## src/pm_cap_pkg.sv

```systemverilog
// Constants for the power-management capability and control/status words
package pm_cap_pkg;

	// ------------------------------------------------------------
	// Word offsets within the capability structure
	// ------------------------------------------------------------
	localparam logic [7:0] CAP_OFS = 8'h02;
	localparam logic [7:0] CSR_OFS = 8'h04;

	// ------------------------------------------------------------
	// Capability word field positions
	// ------------------------------------------------------------
	localparam int WAKE_MASK_LSB = 11;
	localparam int WAKE_MASK_MSB = 15;
	localparam int D2_SUP_BIT = 10;
	localparam int D1_SUP_BIT = 9;
	localparam int AUX_LSB = 6;
	localparam int AUX_MSB = 8;
	localparam int DSI_BIT = 5;
	localparam int CLK_BIT = 3;
	localparam int REV_LSB = 0;
	localparam int REV_MSB = 2;

	// ------------------------------------------------------------
	// Control/status word field positions
	// ------------------------------------------------------------
	localparam int FLAG_BIT = 15;
	localparam int SCALE_LSB = 13;
	localparam int SCALE_MSB = 14;
	localparam int DSEL_LSB = 9;
	localparam int DSEL_MSB = 12;
	localparam int ENABLE_BIT = 8;
	localparam int PSTATE_LSB = 0;
	localparam int PSTATE_MSB = 1;

	// ------------------------------------------------------------
	// Fixed values and reset values
	// ------------------------------------------------------------
	localparam logic [2:0] CAP_REVISION = 3'h2;
	localparam logic [2:0] AUX_NONE = 3'h0;
	localparam logic [1:0] SCALE_NONE = 2'h0;
	localparam logic [3:0] DSEL_RST = 4'h0;
	localparam logic [4:0] WAKE_MASK_RST = 5'h1f;
	localparam logic [2:0] AUX_RST = 3'h2;
	localparam logic [15:0] ZERO_WORD = 16'h0000;

	// Auxiliary current codes, largest draw first
	localparam logic [2:0] AUX_375MA = 3'h7;
	localparam logic [2:0] AUX_320MA = 3'h6;
	localparam logic [2:0] AUX_270MA = 3'h5;
	localparam logic [2:0] AUX_220MA = 3'h4;
	localparam logic [2:0] AUX_160MA = 3'h3;
	localparam logic [2:0] AUX_100MA = 3'h2;
	localparam logic [2:0] AUX_55MA = 3'h1;

	// Power states as held in the two-bit field
	typedef enum logic [1:0]
	{
		PS_D0 = 2'b00,
		PS_D1 = 2'b01,
		PS_D2 = 2'b10,
		PS_D3HOT = 2'b11
	} power_state_t;

endpackage

```

## src/wake_event_ctrl.sv

```systemverilog
// Wake event flag, wake enable and open-drain wake pin drive
`timescale 1ns/1ps
`default_nettype none
module wake_event_ctrl
(
	input wire logic clk,
	input wire logic rst,
	input wire logic wake_req,
	input wire logic state_can_wake,
	input wire logic flag_clr,
	input wire logic enable_wr,
	input wire logic enable_wdata,
	output logic flag_r,
	output logic enable_r,
	output logic wake_pin_oe_n_r
);

	// ------------------------------------------------------------
	// Next-state logic
	// ------------------------------------------------------------
	logic flag_nxt;
	logic enable_nxt;
	logic oe_n_nxt;
	logic set_event;

	// Flag sets on a wake request in a wake-capable state, whatever the enable
	always_comb
	begin
		set_event = wake_req & state_can_wake;
		flag_nxt = flag_r;
		if (set_event)
		begin
			flag_nxt = 1'b1;
		end
		else if (flag_clr)
		begin
			flag_nxt = 1'b0;
		end
		enable_nxt = enable_r;
		if (enable_wr)
		begin
			enable_nxt = enable_wdata;
		end
		// Pin pulled low only while flagged and enabled; oe_n low means driving
		oe_n_nxt = ~(flag_nxt & enable_nxt);
	end

	// ------------------------------------------------------------
	// State registers
	// ------------------------------------------------------------
	// No auxiliary-power domain here, so the flag is not sticky across reset
	always_ff @(posedge clk or posedge rst)
	begin
		if (rst)
		begin
			flag_r <= 1'b0;
			enable_r <= 1'b0;
			wake_pin_oe_n_r <= 1'b1;
		end
		else
		begin
			flag_r <= flag_nxt;
			enable_r <= enable_nxt;
			wake_pin_oe_n_r <= oe_n_nxt;
		end
	end

endmodule
`default_nettype wire

```

## src/pm_cap_regs.sv

```systemverilog
// Power-management capability and control/status registers of one function
`timescale 1ns/1ps
`default_nettype none
module pm_cap_regs
#(
	parameter logic [4:0] WAKE_MASK = pm_cap_pkg::WAKE_MASK_RST,
	parameter bit D1_SUPPORT = 1'b1,
	parameter bit D2_SUPPORT = 1'b1,
	parameter logic [2:0] AUX_CURRENT = pm_cap_pkg::AUX_RST,
	parameter bit DEV_INIT_NEEDED = 1'b0,
	parameter bit WAKE_NEEDS_CLK = 1'b0,
	parameter bit DATA_REG_PRESENT = 1'b0
)
(
	input wire logic clk,
	input wire logic rst,
	input wire logic cfg_sel,
	input wire logic cfg_we,
	input wire logic [7:0] cfg_addr,
	input wire logic [1:0] cfg_be,
	input wire logic [15:0] cfg_wdata,
	input wire logic wake_req,
	output logic [15:0] cfg_rdata_r,
	output logic cfg_ack_r,
	output logic [1:0] power_state_r,
	output logic wake_pin_o_r,
	output logic wake_pin_oe_n_r
);

	// ------------------------------------------------------------
	// Elaboration checks
	// ------------------------------------------------------------
	// The wake bit for a state the function lacks makes no sense
	if ((WAKE_MASK[1] && !D1_SUPPORT) || (WAKE_MASK[2] && !D2_SUPPORT))
	begin : bad_wake_mask
		$error("wake mask names an unsupported low-power state");
	end

	// ------------------------------------------------------------
	// Read-only capability word
	// ------------------------------------------------------------
	logic [15:0] cap_word;
	logic [2:0] aux_field;
	logic clk_field;

	// Aux current yields to the data register and to lack of D3cold wake
	always_comb
	begin
		if (DATA_REG_PRESENT)
		begin
			aux_field = pm_cap_pkg::AUX_NONE;
		end
		else if (!WAKE_MASK[4])
		begin
			aux_field = pm_cap_pkg::AUX_NONE;
		end
		else
		begin
			aux_field = AUX_CURRENT;
		end
	end

	// A function that never wakes cannot depend on the bus clock for it
	assign clk_field = (WAKE_MASK == 5'h00) ? 1'b0 : WAKE_NEEDS_CLK;

	// Assemble the capability word; reserved bit 4 reads zero
	always_comb
	begin
		cap_word = pm_cap_pkg::ZERO_WORD;
		cap_word[pm_cap_pkg::WAKE_MASK_MSB:pm_cap_pkg::WAKE_MASK_LSB] = WAKE_MASK;
		cap_word[pm_cap_pkg::D2_SUP_BIT] = D2_SUPPORT;
		cap_word[pm_cap_pkg::D1_SUP_BIT] = D1_SUPPORT;
		cap_word[pm_cap_pkg::AUX_MSB:pm_cap_pkg::AUX_LSB] = aux_field;
		cap_word[pm_cap_pkg::DSI_BIT] = DEV_INIT_NEEDED;
		cap_word[pm_cap_pkg::CLK_BIT] = clk_field;
		cap_word[pm_cap_pkg::REV_MSB:pm_cap_pkg::REV_LSB] = pm_cap_pkg::CAP_REVISION;
	end

	// ------------------------------------------------------------
	// Access decode
	// ------------------------------------------------------------
	logic hit_cap;
	logic hit_csr;
	logic csr_wr;
	logic wr_hi;
	logic wr_lo;

	// Low address bit ignored: both words are 16-bit aligned
	always_comb
	begin
		hit_cap = 1'b0;
		hit_csr = 1'b0;
		if (cfg_addr[7:1] == pm_cap_pkg::CAP_OFS[7:1])
		begin
			hit_cap = 1'b1;
		end
		else if (cfg_addr[7:1] == pm_cap_pkg::CSR_OFS[7:1])
		begin
			hit_csr = 1'b1;
		end
	end

	// Capability hits are acknowledged but never written
	assign csr_wr = cfg_sel & cfg_we & hit_csr;
	assign wr_hi = csr_wr & cfg_be[1];
	assign wr_lo = csr_wr & cfg_be[0];

	logic rd_cap;
	logic rd_csr;

	// Reads qualified once, so the read mux sees one decode only
	assign rd_cap = cfg_sel & ~cfg_we & hit_cap;
	assign rd_csr = cfg_sel & ~cfg_we & hit_csr;

	// ------------------------------------------------------------
	// Power state and data select
	// ------------------------------------------------------------
	logic [1:0] state_nxt;
	logic [3:0] dsel_r;
	logic [3:0] dsel_nxt;
	logic [1:0] req_state;
	logic state_ok;

	// Unsupported optional states are discarded with no status change
	always_comb
	begin
		req_state = cfg_wdata[pm_cap_pkg::PSTATE_MSB:pm_cap_pkg::PSTATE_LSB];
		case (req_state)
			pm_cap_pkg::PS_D1: state_ok = D1_SUPPORT;
			pm_cap_pkg::PS_D2: state_ok = D2_SUPPORT;
			default: state_ok = 1'b1;
		endcase
		state_nxt = power_state_r;
		if (wr_lo && state_ok)
		begin
			state_nxt = req_state;
		end
		dsel_nxt = dsel_r;
		if (wr_hi && DATA_REG_PRESENT)
		begin
			dsel_nxt = cfg_wdata[pm_cap_pkg::DSEL_MSB:pm_cap_pkg::DSEL_LSB];
		end
	end

	always_ff @(posedge clk or posedge rst)
	begin
		if (rst)
		begin
			power_state_r <= pm_cap_pkg::PS_D0;
			dsel_r <= pm_cap_pkg::DSEL_RST;
		end
		else
		begin
			power_state_r <= state_nxt;
			dsel_r <= dsel_nxt;
		end
	end

	// ------------------------------------------------------------
	// Wake event logic
	// ------------------------------------------------------------
	logic flag_r;
	logic enable_r;
	logic can_wake;
	logic [3:0] state_hit;
	logic flag_clr;
	logic enable_wdata;

	// D3cold is lost power; one wake bit per live state, matched against the state
	for (genvar i = 0; i < 4; i++)
	begin : live_state
		assign state_hit[i] = (power_state_r == 2'(i)) && WAKE_MASK[i];
	end

	// Only a wake-capable current state may raise the flag
	assign can_wake = |state_hit;

	// High-byte write strobes; a zero in the flag bit leaves the flag alone
	assign flag_clr = wr_hi & cfg_wdata[pm_cap_pkg::FLAG_BIT];
	assign enable_wdata = cfg_wdata[pm_cap_pkg::ENABLE_BIT];

	wake_event_ctrl u_wake
	(
		.clk(clk),
		.rst(rst),
		.wake_req(wake_req),
		.state_can_wake(can_wake),
		.flag_clr(flag_clr),
		.enable_wr(wr_hi),
		.enable_wdata(enable_wdata),
		.flag_r(flag_r),
		.enable_r(enable_r),
		.wake_pin_oe_n_r(wake_pin_oe_n_r)
	);

	// ------------------------------------------------------------
	// Control/status read image and read port
	// ------------------------------------------------------------
	logic [15:0] csr_word;
	logic [15:0] rdata_nxt;
	logic ack_nxt;
	logic pin_o_nxt;

	// Scale reads zero; select reads zero unless a data register exists
	always_comb
	begin
		csr_word = pm_cap_pkg::ZERO_WORD;
		csr_word[pm_cap_pkg::FLAG_BIT] = flag_r;
		csr_word[pm_cap_pkg::SCALE_MSB:pm_cap_pkg::SCALE_LSB] = pm_cap_pkg::SCALE_NONE;
		csr_word[pm_cap_pkg::DSEL_MSB:pm_cap_pkg::DSEL_LSB] = dsel_r;
		csr_word[pm_cap_pkg::ENABLE_BIT] = enable_r;
		csr_word[pm_cap_pkg::PSTATE_MSB:pm_cap_pkg::PSTATE_LSB] = power_state_r;
	end

	// Unmapped offsets read zero; data register (if any) lives elsewhere
	always_comb
	begin
		rdata_nxt = pm_cap_pkg::ZERO_WORD;
		if (rd_cap)
		begin
			rdata_nxt = cap_word;
		end
		else if (rd_csr)
		begin
			rdata_nxt = csr_word;
		end
		// Every access, read or write, mapped or not, acks one cycle later
		ack_nxt = cfg_sel;
		// Open drain: the pin only ever pulls low, so its level never changes
		pin_o_nxt = 1'b0;
	end

	// Read port registers
	always_ff @(posedge clk or posedge rst)
	begin
		if (rst)
		begin
			cfg_rdata_r <= pm_cap_pkg::ZERO_WORD;
			cfg_ack_r <= 1'b0;
			wake_pin_o_r <= 1'b0;
		end
		else
		begin
			cfg_rdata_r <= rdata_nxt;
			cfg_ack_r <= ack_nxt;
			wake_pin_o_r <= pin_o_nxt;
		end
	end

endmodule
`default_nettype wire

```

## config.mk

```make
export PLATFORM = sky130hd
export DESIGN_NAME = pm_cap_regs
export DESIGN_NICKNAME = d
export VERILOG_FILES = /design/src/pm_cap_pkg.sv /design/src/wake_event_ctrl.sv /design/src/pm_cap_regs.sv
export SDC_FILE = /design/constraint.sdc
export NUM_CORES = 1
export LEC_CHECK = 0
export ABC_AREA = 1
export BUFFER_PORTS_ARGS = -buffer_cell sky130_fd_sc_hd__clkbuf_2
export CAP_MARGIN = 20
export CORE_ASPECT_RATIO = 0.9
export CORE_MARGIN = 3
export CORE_UTILIZATION = 38
export DETAILED_ROUTE_END_ITERATION = 16
export PLACE_DENSITY_LB_ADDON = 0.05
export SYNTH_ARGS = -nofsm -noshare
export SYNTH_HDL_FRONTEND = slang
export SYNTH_SLANG_ARGS = --single-unit
```

## constraint.sdc

```tcl
create_clock -name clk -period 1.8 [get_ports clk]
set_input_delay 0 -clock clk [delete_from_list [all_inputs] [get_ports clk]]
set_output_delay 0 -clock clk [all_outputs]
set_load 0.02 [all_outputs]
```

After elaboration in Yosys (flattened, before gate mapping). Cells that the tools add are included.

Bits in read-only memories: 0. Bits in writable memories: 0. Flip-flop bits (word level): 22. Memories kept: 0. Word-level logic and storage cells: 33. Bits of input ports: 31. Latch bits: 0. Output and inout port bits: 21.

Div/mod/pow operators: 0. Bitwise gates (word level): 12. Reduce and logical (&&, ||, !) cells: 2. Shift-type cells: 0. Add/sub/neg operators: 0. Multiplexer cells: 8. Equality and inequality tests: 5. Magnitude comparators: 0. Multipliers: 0.

Operators with widths (count): $mux 16 (2); $and 1x1->1 (10); $eq 7x1->1 const B (1); $eq 7x2->1 const B (1); $mux 1 (6); $eq 2x2->1 const B (2); $reduce_or 4->1 (1); $eq 2x1->1 const B (1); $logic_not 2->1 (1); $not 1->1 (2).

Logic depth before layout (Yosys ltp).
Depth after elaboration: 10. Mapped depth: 8. Depth with buffers taken out: 8.

Modules after synthesis. From an unflattened synthesis, not the netlist that was laid out.

Cells, all modules: 73. Area total of the unflattened synthesis: 639.4 µm².

By module, submodules not included: pm_cap_regs (cells an instance 60, area each 518.0 µm², sequential area each 200.2 µm², instances 1); wake_event_ctrl (cells an instance 13, area each 121.4 µm², sequential area each 76.3 µm², instances 1).

Worst setup path before layout. No wires, ideal clock.

Path type: reg-to-reg. Start: register power_state_r[1]. End: register cfg_rdata_r[1]. Stages on the path, launching flop included: 3. Data arrival time: 0.594 ns. Data required time: 1.674 ns. Setup slack: 1.081 ns. Path buffers: 0. Cell sequence: dfrtp_1 -> nand3_1 -> nand2_1.

Longest elaborated chain between the ends: 2.

RTL lines: from (decl) (RTL line pm_cap_regs.sv:25) `output logic [1:0] power_state_r,`; from (signal assigned) (RTL line pm_cap_regs.sv:149) `power_state_r <= pm_cap_pkg::PS_D0;`; from (signal assigned) (RTL line pm_cap_regs.sv:154) `power_state_r <= state_nxt;`; $mux 16 (RTL line pm_cap_regs.sv:223) `else if (rd_csr)`; $mux 16 (RTL line pm_cap_regs.sv:219) `if (rd_cap)`; net rdata_nxt[1] (RTL line pm_cap_regs.sv:200) `logic [15:0] rdata_nxt;`; to (signal assigned) (RTL line pm_cap_regs.sv:238) `cfg_rdata_r <= pm_cap_pkg::ZERO_WORD;`; to (signal assigned) (RTL line pm_cap_regs.sv:244) `cfg_rdata_r <= rdata_nxt;`; to (decl) (RTL line pm_cap_regs.sv:23) `output logic [15:0] cfg_rdata_r,`.

The timed path passes the listed nets, and every way through them passes these cells. A chain may end at the register's enable or synchronous reset.

Worst setup path in the final report.
Start: input cfg_sel. End: register cfg_rdata_r[0].

Longest elaborated chain between the ends: 4. Elaborated cells between the ends (all ways): 5. Those cells by class: mux: 2; bitwise: 3.

RTL lines: from (decl) (RTL line pm_cap_regs.sv:17) `input wire logic cfg_sel,`; $and 1x1->1 * (RTL line pm_cap_regs.sv:112, pm_cap_regs.sv:113); $and 1x1->1 (RTL line pm_cap_regs.sv:113) `assign rd_csr = cfg_sel & ~cfg_we & hit_csr;`; $mux 16 (RTL line pm_cap_regs.sv:223); $mux 16 * (RTL line pm_cap_regs.sv:219); net rdata_nxt[0] (RTL line pm_cap_regs.sv:200).

The timed path passes the listed nets; every way through them passes the cells marked *.

==> results.json <==
{
  "cts_tree": "built",
  "end_kind": "register",
  "gp_congestion": 0.705,
  "wl_mm": 1.04,
  "synth_area_um2": 586,
  "rr_startpoint": "power_state_r[1]",
  "fin_crit_sh_pct": 61.8,
  "critPathKind": "primary input to register",
  "placementRows": 12,
  "num_antenna_cells": 0,
  "min_path_cells": 3,
  "grt-ovfl-total": 0,
  "grt_first_pass_wirelength_mm": 1.65,
  "finalCriticalPeriod_ns": 1.11,
  "tns_ns": 0,
  "power_w": 0.000485,
  "preCtsSetupSlack_ns": 0.945,
  "peakVddDrop_mv": 0.326,
  "drive_gt1_share_pct": 42.6,
  "core_region_area_um2": 1340,
  "layout.cells.most_common_list": "clkbuf_2 (32), nand2_1 (12), inv_1 (10), dfrtp_1 (10), dlygate4sd3_1 (7)",
  "status": "complete, no violations",
  "setup_violations": 0,
  "synth_seq_cells": 11,
  "clock_latency_ns": 0.26,
  "areaGrowthSynthToFinish_pct": 34.6,
  "htree_levels": 1,
  "drt_pass1_iterations": 1,
  "ys_warn_count": 0,
  "required_ns": 1.95,
  "layout_commonest_cell": "clkbuf_2",
  "ant_nets": 0,
  "cts_buffer_depth": 2,
  "holdPathEnd": "u_wake.enable_r",
  "die_y_um": 43.2,
  "start_kind": "primary input",
  "vias_per_cell": 4.15,
  "grt_pass1_vias": 407,
  "powerDensity_nw_per_um2": 616,
  "drc": 0,
  "wire_per_inst_um": 9.00,
  "hold_viol": 0,
  "min-delay-start": "cfg_be[1]",
  "cts_buffers": 3,
  "post_cts_resize_count": 0,
  "fin_util_pct": 59.0,
  "cts.sinks": 11,
  "max_cap_viol_count": 0,
  "postCtsHoldBufs": 6,
  "grt_antenna_before_repair": 0,
  "report.final.slew_viol_count": 0,
  "clock_skew_ns": 0.0104,
  "dp_hpwl_um": 856,
  "rsz0062_at_grt": "false",
  "hold_class": "primary input to register",
  "die-area_um2": 2050,
  "num_vias": 477,
  "r2r_setup_slack_ns": 1.14,
  "r2r_cells": 2,
  "ys_types": 17,
  "setup_slack_ns": 0.687,
  "io_pins": 52,
  "clock-root-buffer": "clkbuf_4",
  "grt_max_degree": 12,
  "grtUsageTotal_pct": 11.3,
  "fmax_ghz": 0.899,
  "nNetsFinal": 133,
  "synthCells": 65,
  "die_x_um": 47.4,
  "post_cts_buffers": 0,
  "cts.clk_slew.worst_paths_ns": 0.07,
  "critPathMaxFanout": 5,
  "cp_data_arrival_time_ns": 1.26,
  "drt_iter0_markers": 0,
  "start_util_pct": 43.8,
  "port_buffers": 32,
  "rr_endpoint": "cfg_rdata_r[1]",
  "leakagePower_nw": 0.486,
  "synth_seq_area_share_pct": 47.2,
  "avgSynthCellArea_um2": 9.01
}
-- area by class of cell --
cell class | instances | area [um2]
inverters | 10 | 37.5
multi-input cells | 37 | 200
flip-flops and latches | 11 | 277
well taps | 14 | 17.5
repair buffers | 39 | 230
fillers | 128 | 548
clock buffers | 4 | 26.3
-- cells by family after synthesis --
group           Yosys count  share of synthesized area (%)
other cells               1                          0.640
buf+inv                  22                           21.8
flops                    11                           47.2
compound gates            3                           3.21
simple gates             28                           27.1
-- metrics by stage --
step / hold WS [ns] / area (um2) / std cells
CTS: 0.00192 / 778 / 114
detailed placement: -0.0138 / 692 / 104
floorplan: -0.148 / 604 / 70
global placement: -0.0159 / 692 / 104
finish: 0.0151 / 788 / 115
global route: 0.0107 / 788 / 115
-- per-layer routing --
| layer | vias up | GRT usage (%) | part of all wire, % | wire (um) |
|---|---|---|---|---|
| met1 | 195 | 13.9 | 42 | 438 |
| met5 | - | 0 | 0 | 0 |
| met4 | 0 | 3.31 | 0.77 | 8 |
| met3 | 2 | 5.51 | 13 | 131 |
| met2 | 29 | 17.1 | 44 | 456 |
| li1 | 251 | - | - | - |
-- synth_stat cells --
cell | count | area share, %
dfrtp_1 | 10 | 43
nor2_8 | 1 | 3.4
and3_1 | 1 | 1.1
nand3_2 | 1 | 1.7
conb_1 | 1 | 0.64
nand4_1 | 2 | 2.1
nand3_4 | 1 | 3.0
buf_4 | 12 | 15
nor2_1 | 5 | 3.2
nand2_1 | 12 | 7.7
dfstp_2 | 1 | 4.5
nand2_2 | 2 | 2.1
nand3_1 | 2 | 1.7
inv_1 | 10 | 6.4
o21ai_2 | 1 | 1.5
nor2_2 | 1 | 1.1
o21ai_1 | 2 | 1.7
-- how the worst max path moves through the flow --
stage               cells after the start             start                to  slack (ns)
finish                                  7           cfg_sel    cfg_rdata_r[0]        0.69
global route                            7           cfg_sel    cfg_rdata_r[8]        0.54
CTS                                     7           cfg_sel    cfg_rdata_r[0]        0.68
detailed placement                      7       cfg_addr[6]  power_state_r[0]        0.95
global placement                        6           cfg_sel    cfg_rdata_r[0]        0.96
floorplan                               2  power_state_r[1]    cfg_rdata_r[1]        1.08
-- registers in the layout (all words and copies together) (netlist names) --
signal                  count
cfg_ack_r                   1
cfg_rdata_r                 5
power_state_r               2
u_wake.enable_r             1
u_wake.flag_r               1
u_wake.wake_pin_oe_n_r      1
-- worst max-delay path: stages --
cell and delay [ns]:
dlygate4sd3_1 0.53, clkbuf_2 0.12, inv_1 0.04, nor2_1 0.19
nand4_1 0.22, nand2_1 0.11, nor2_1 0.04
-- power by group --
group          internal [W]  total (W)  switching [W]
Combinational     0.0000306  0.0000727      0.0000421
Sequential         0.000251   0.000253     0.00000190
Clock             0.0000854   0.000159      0.0000740
(Power assumes the default switching activity.)
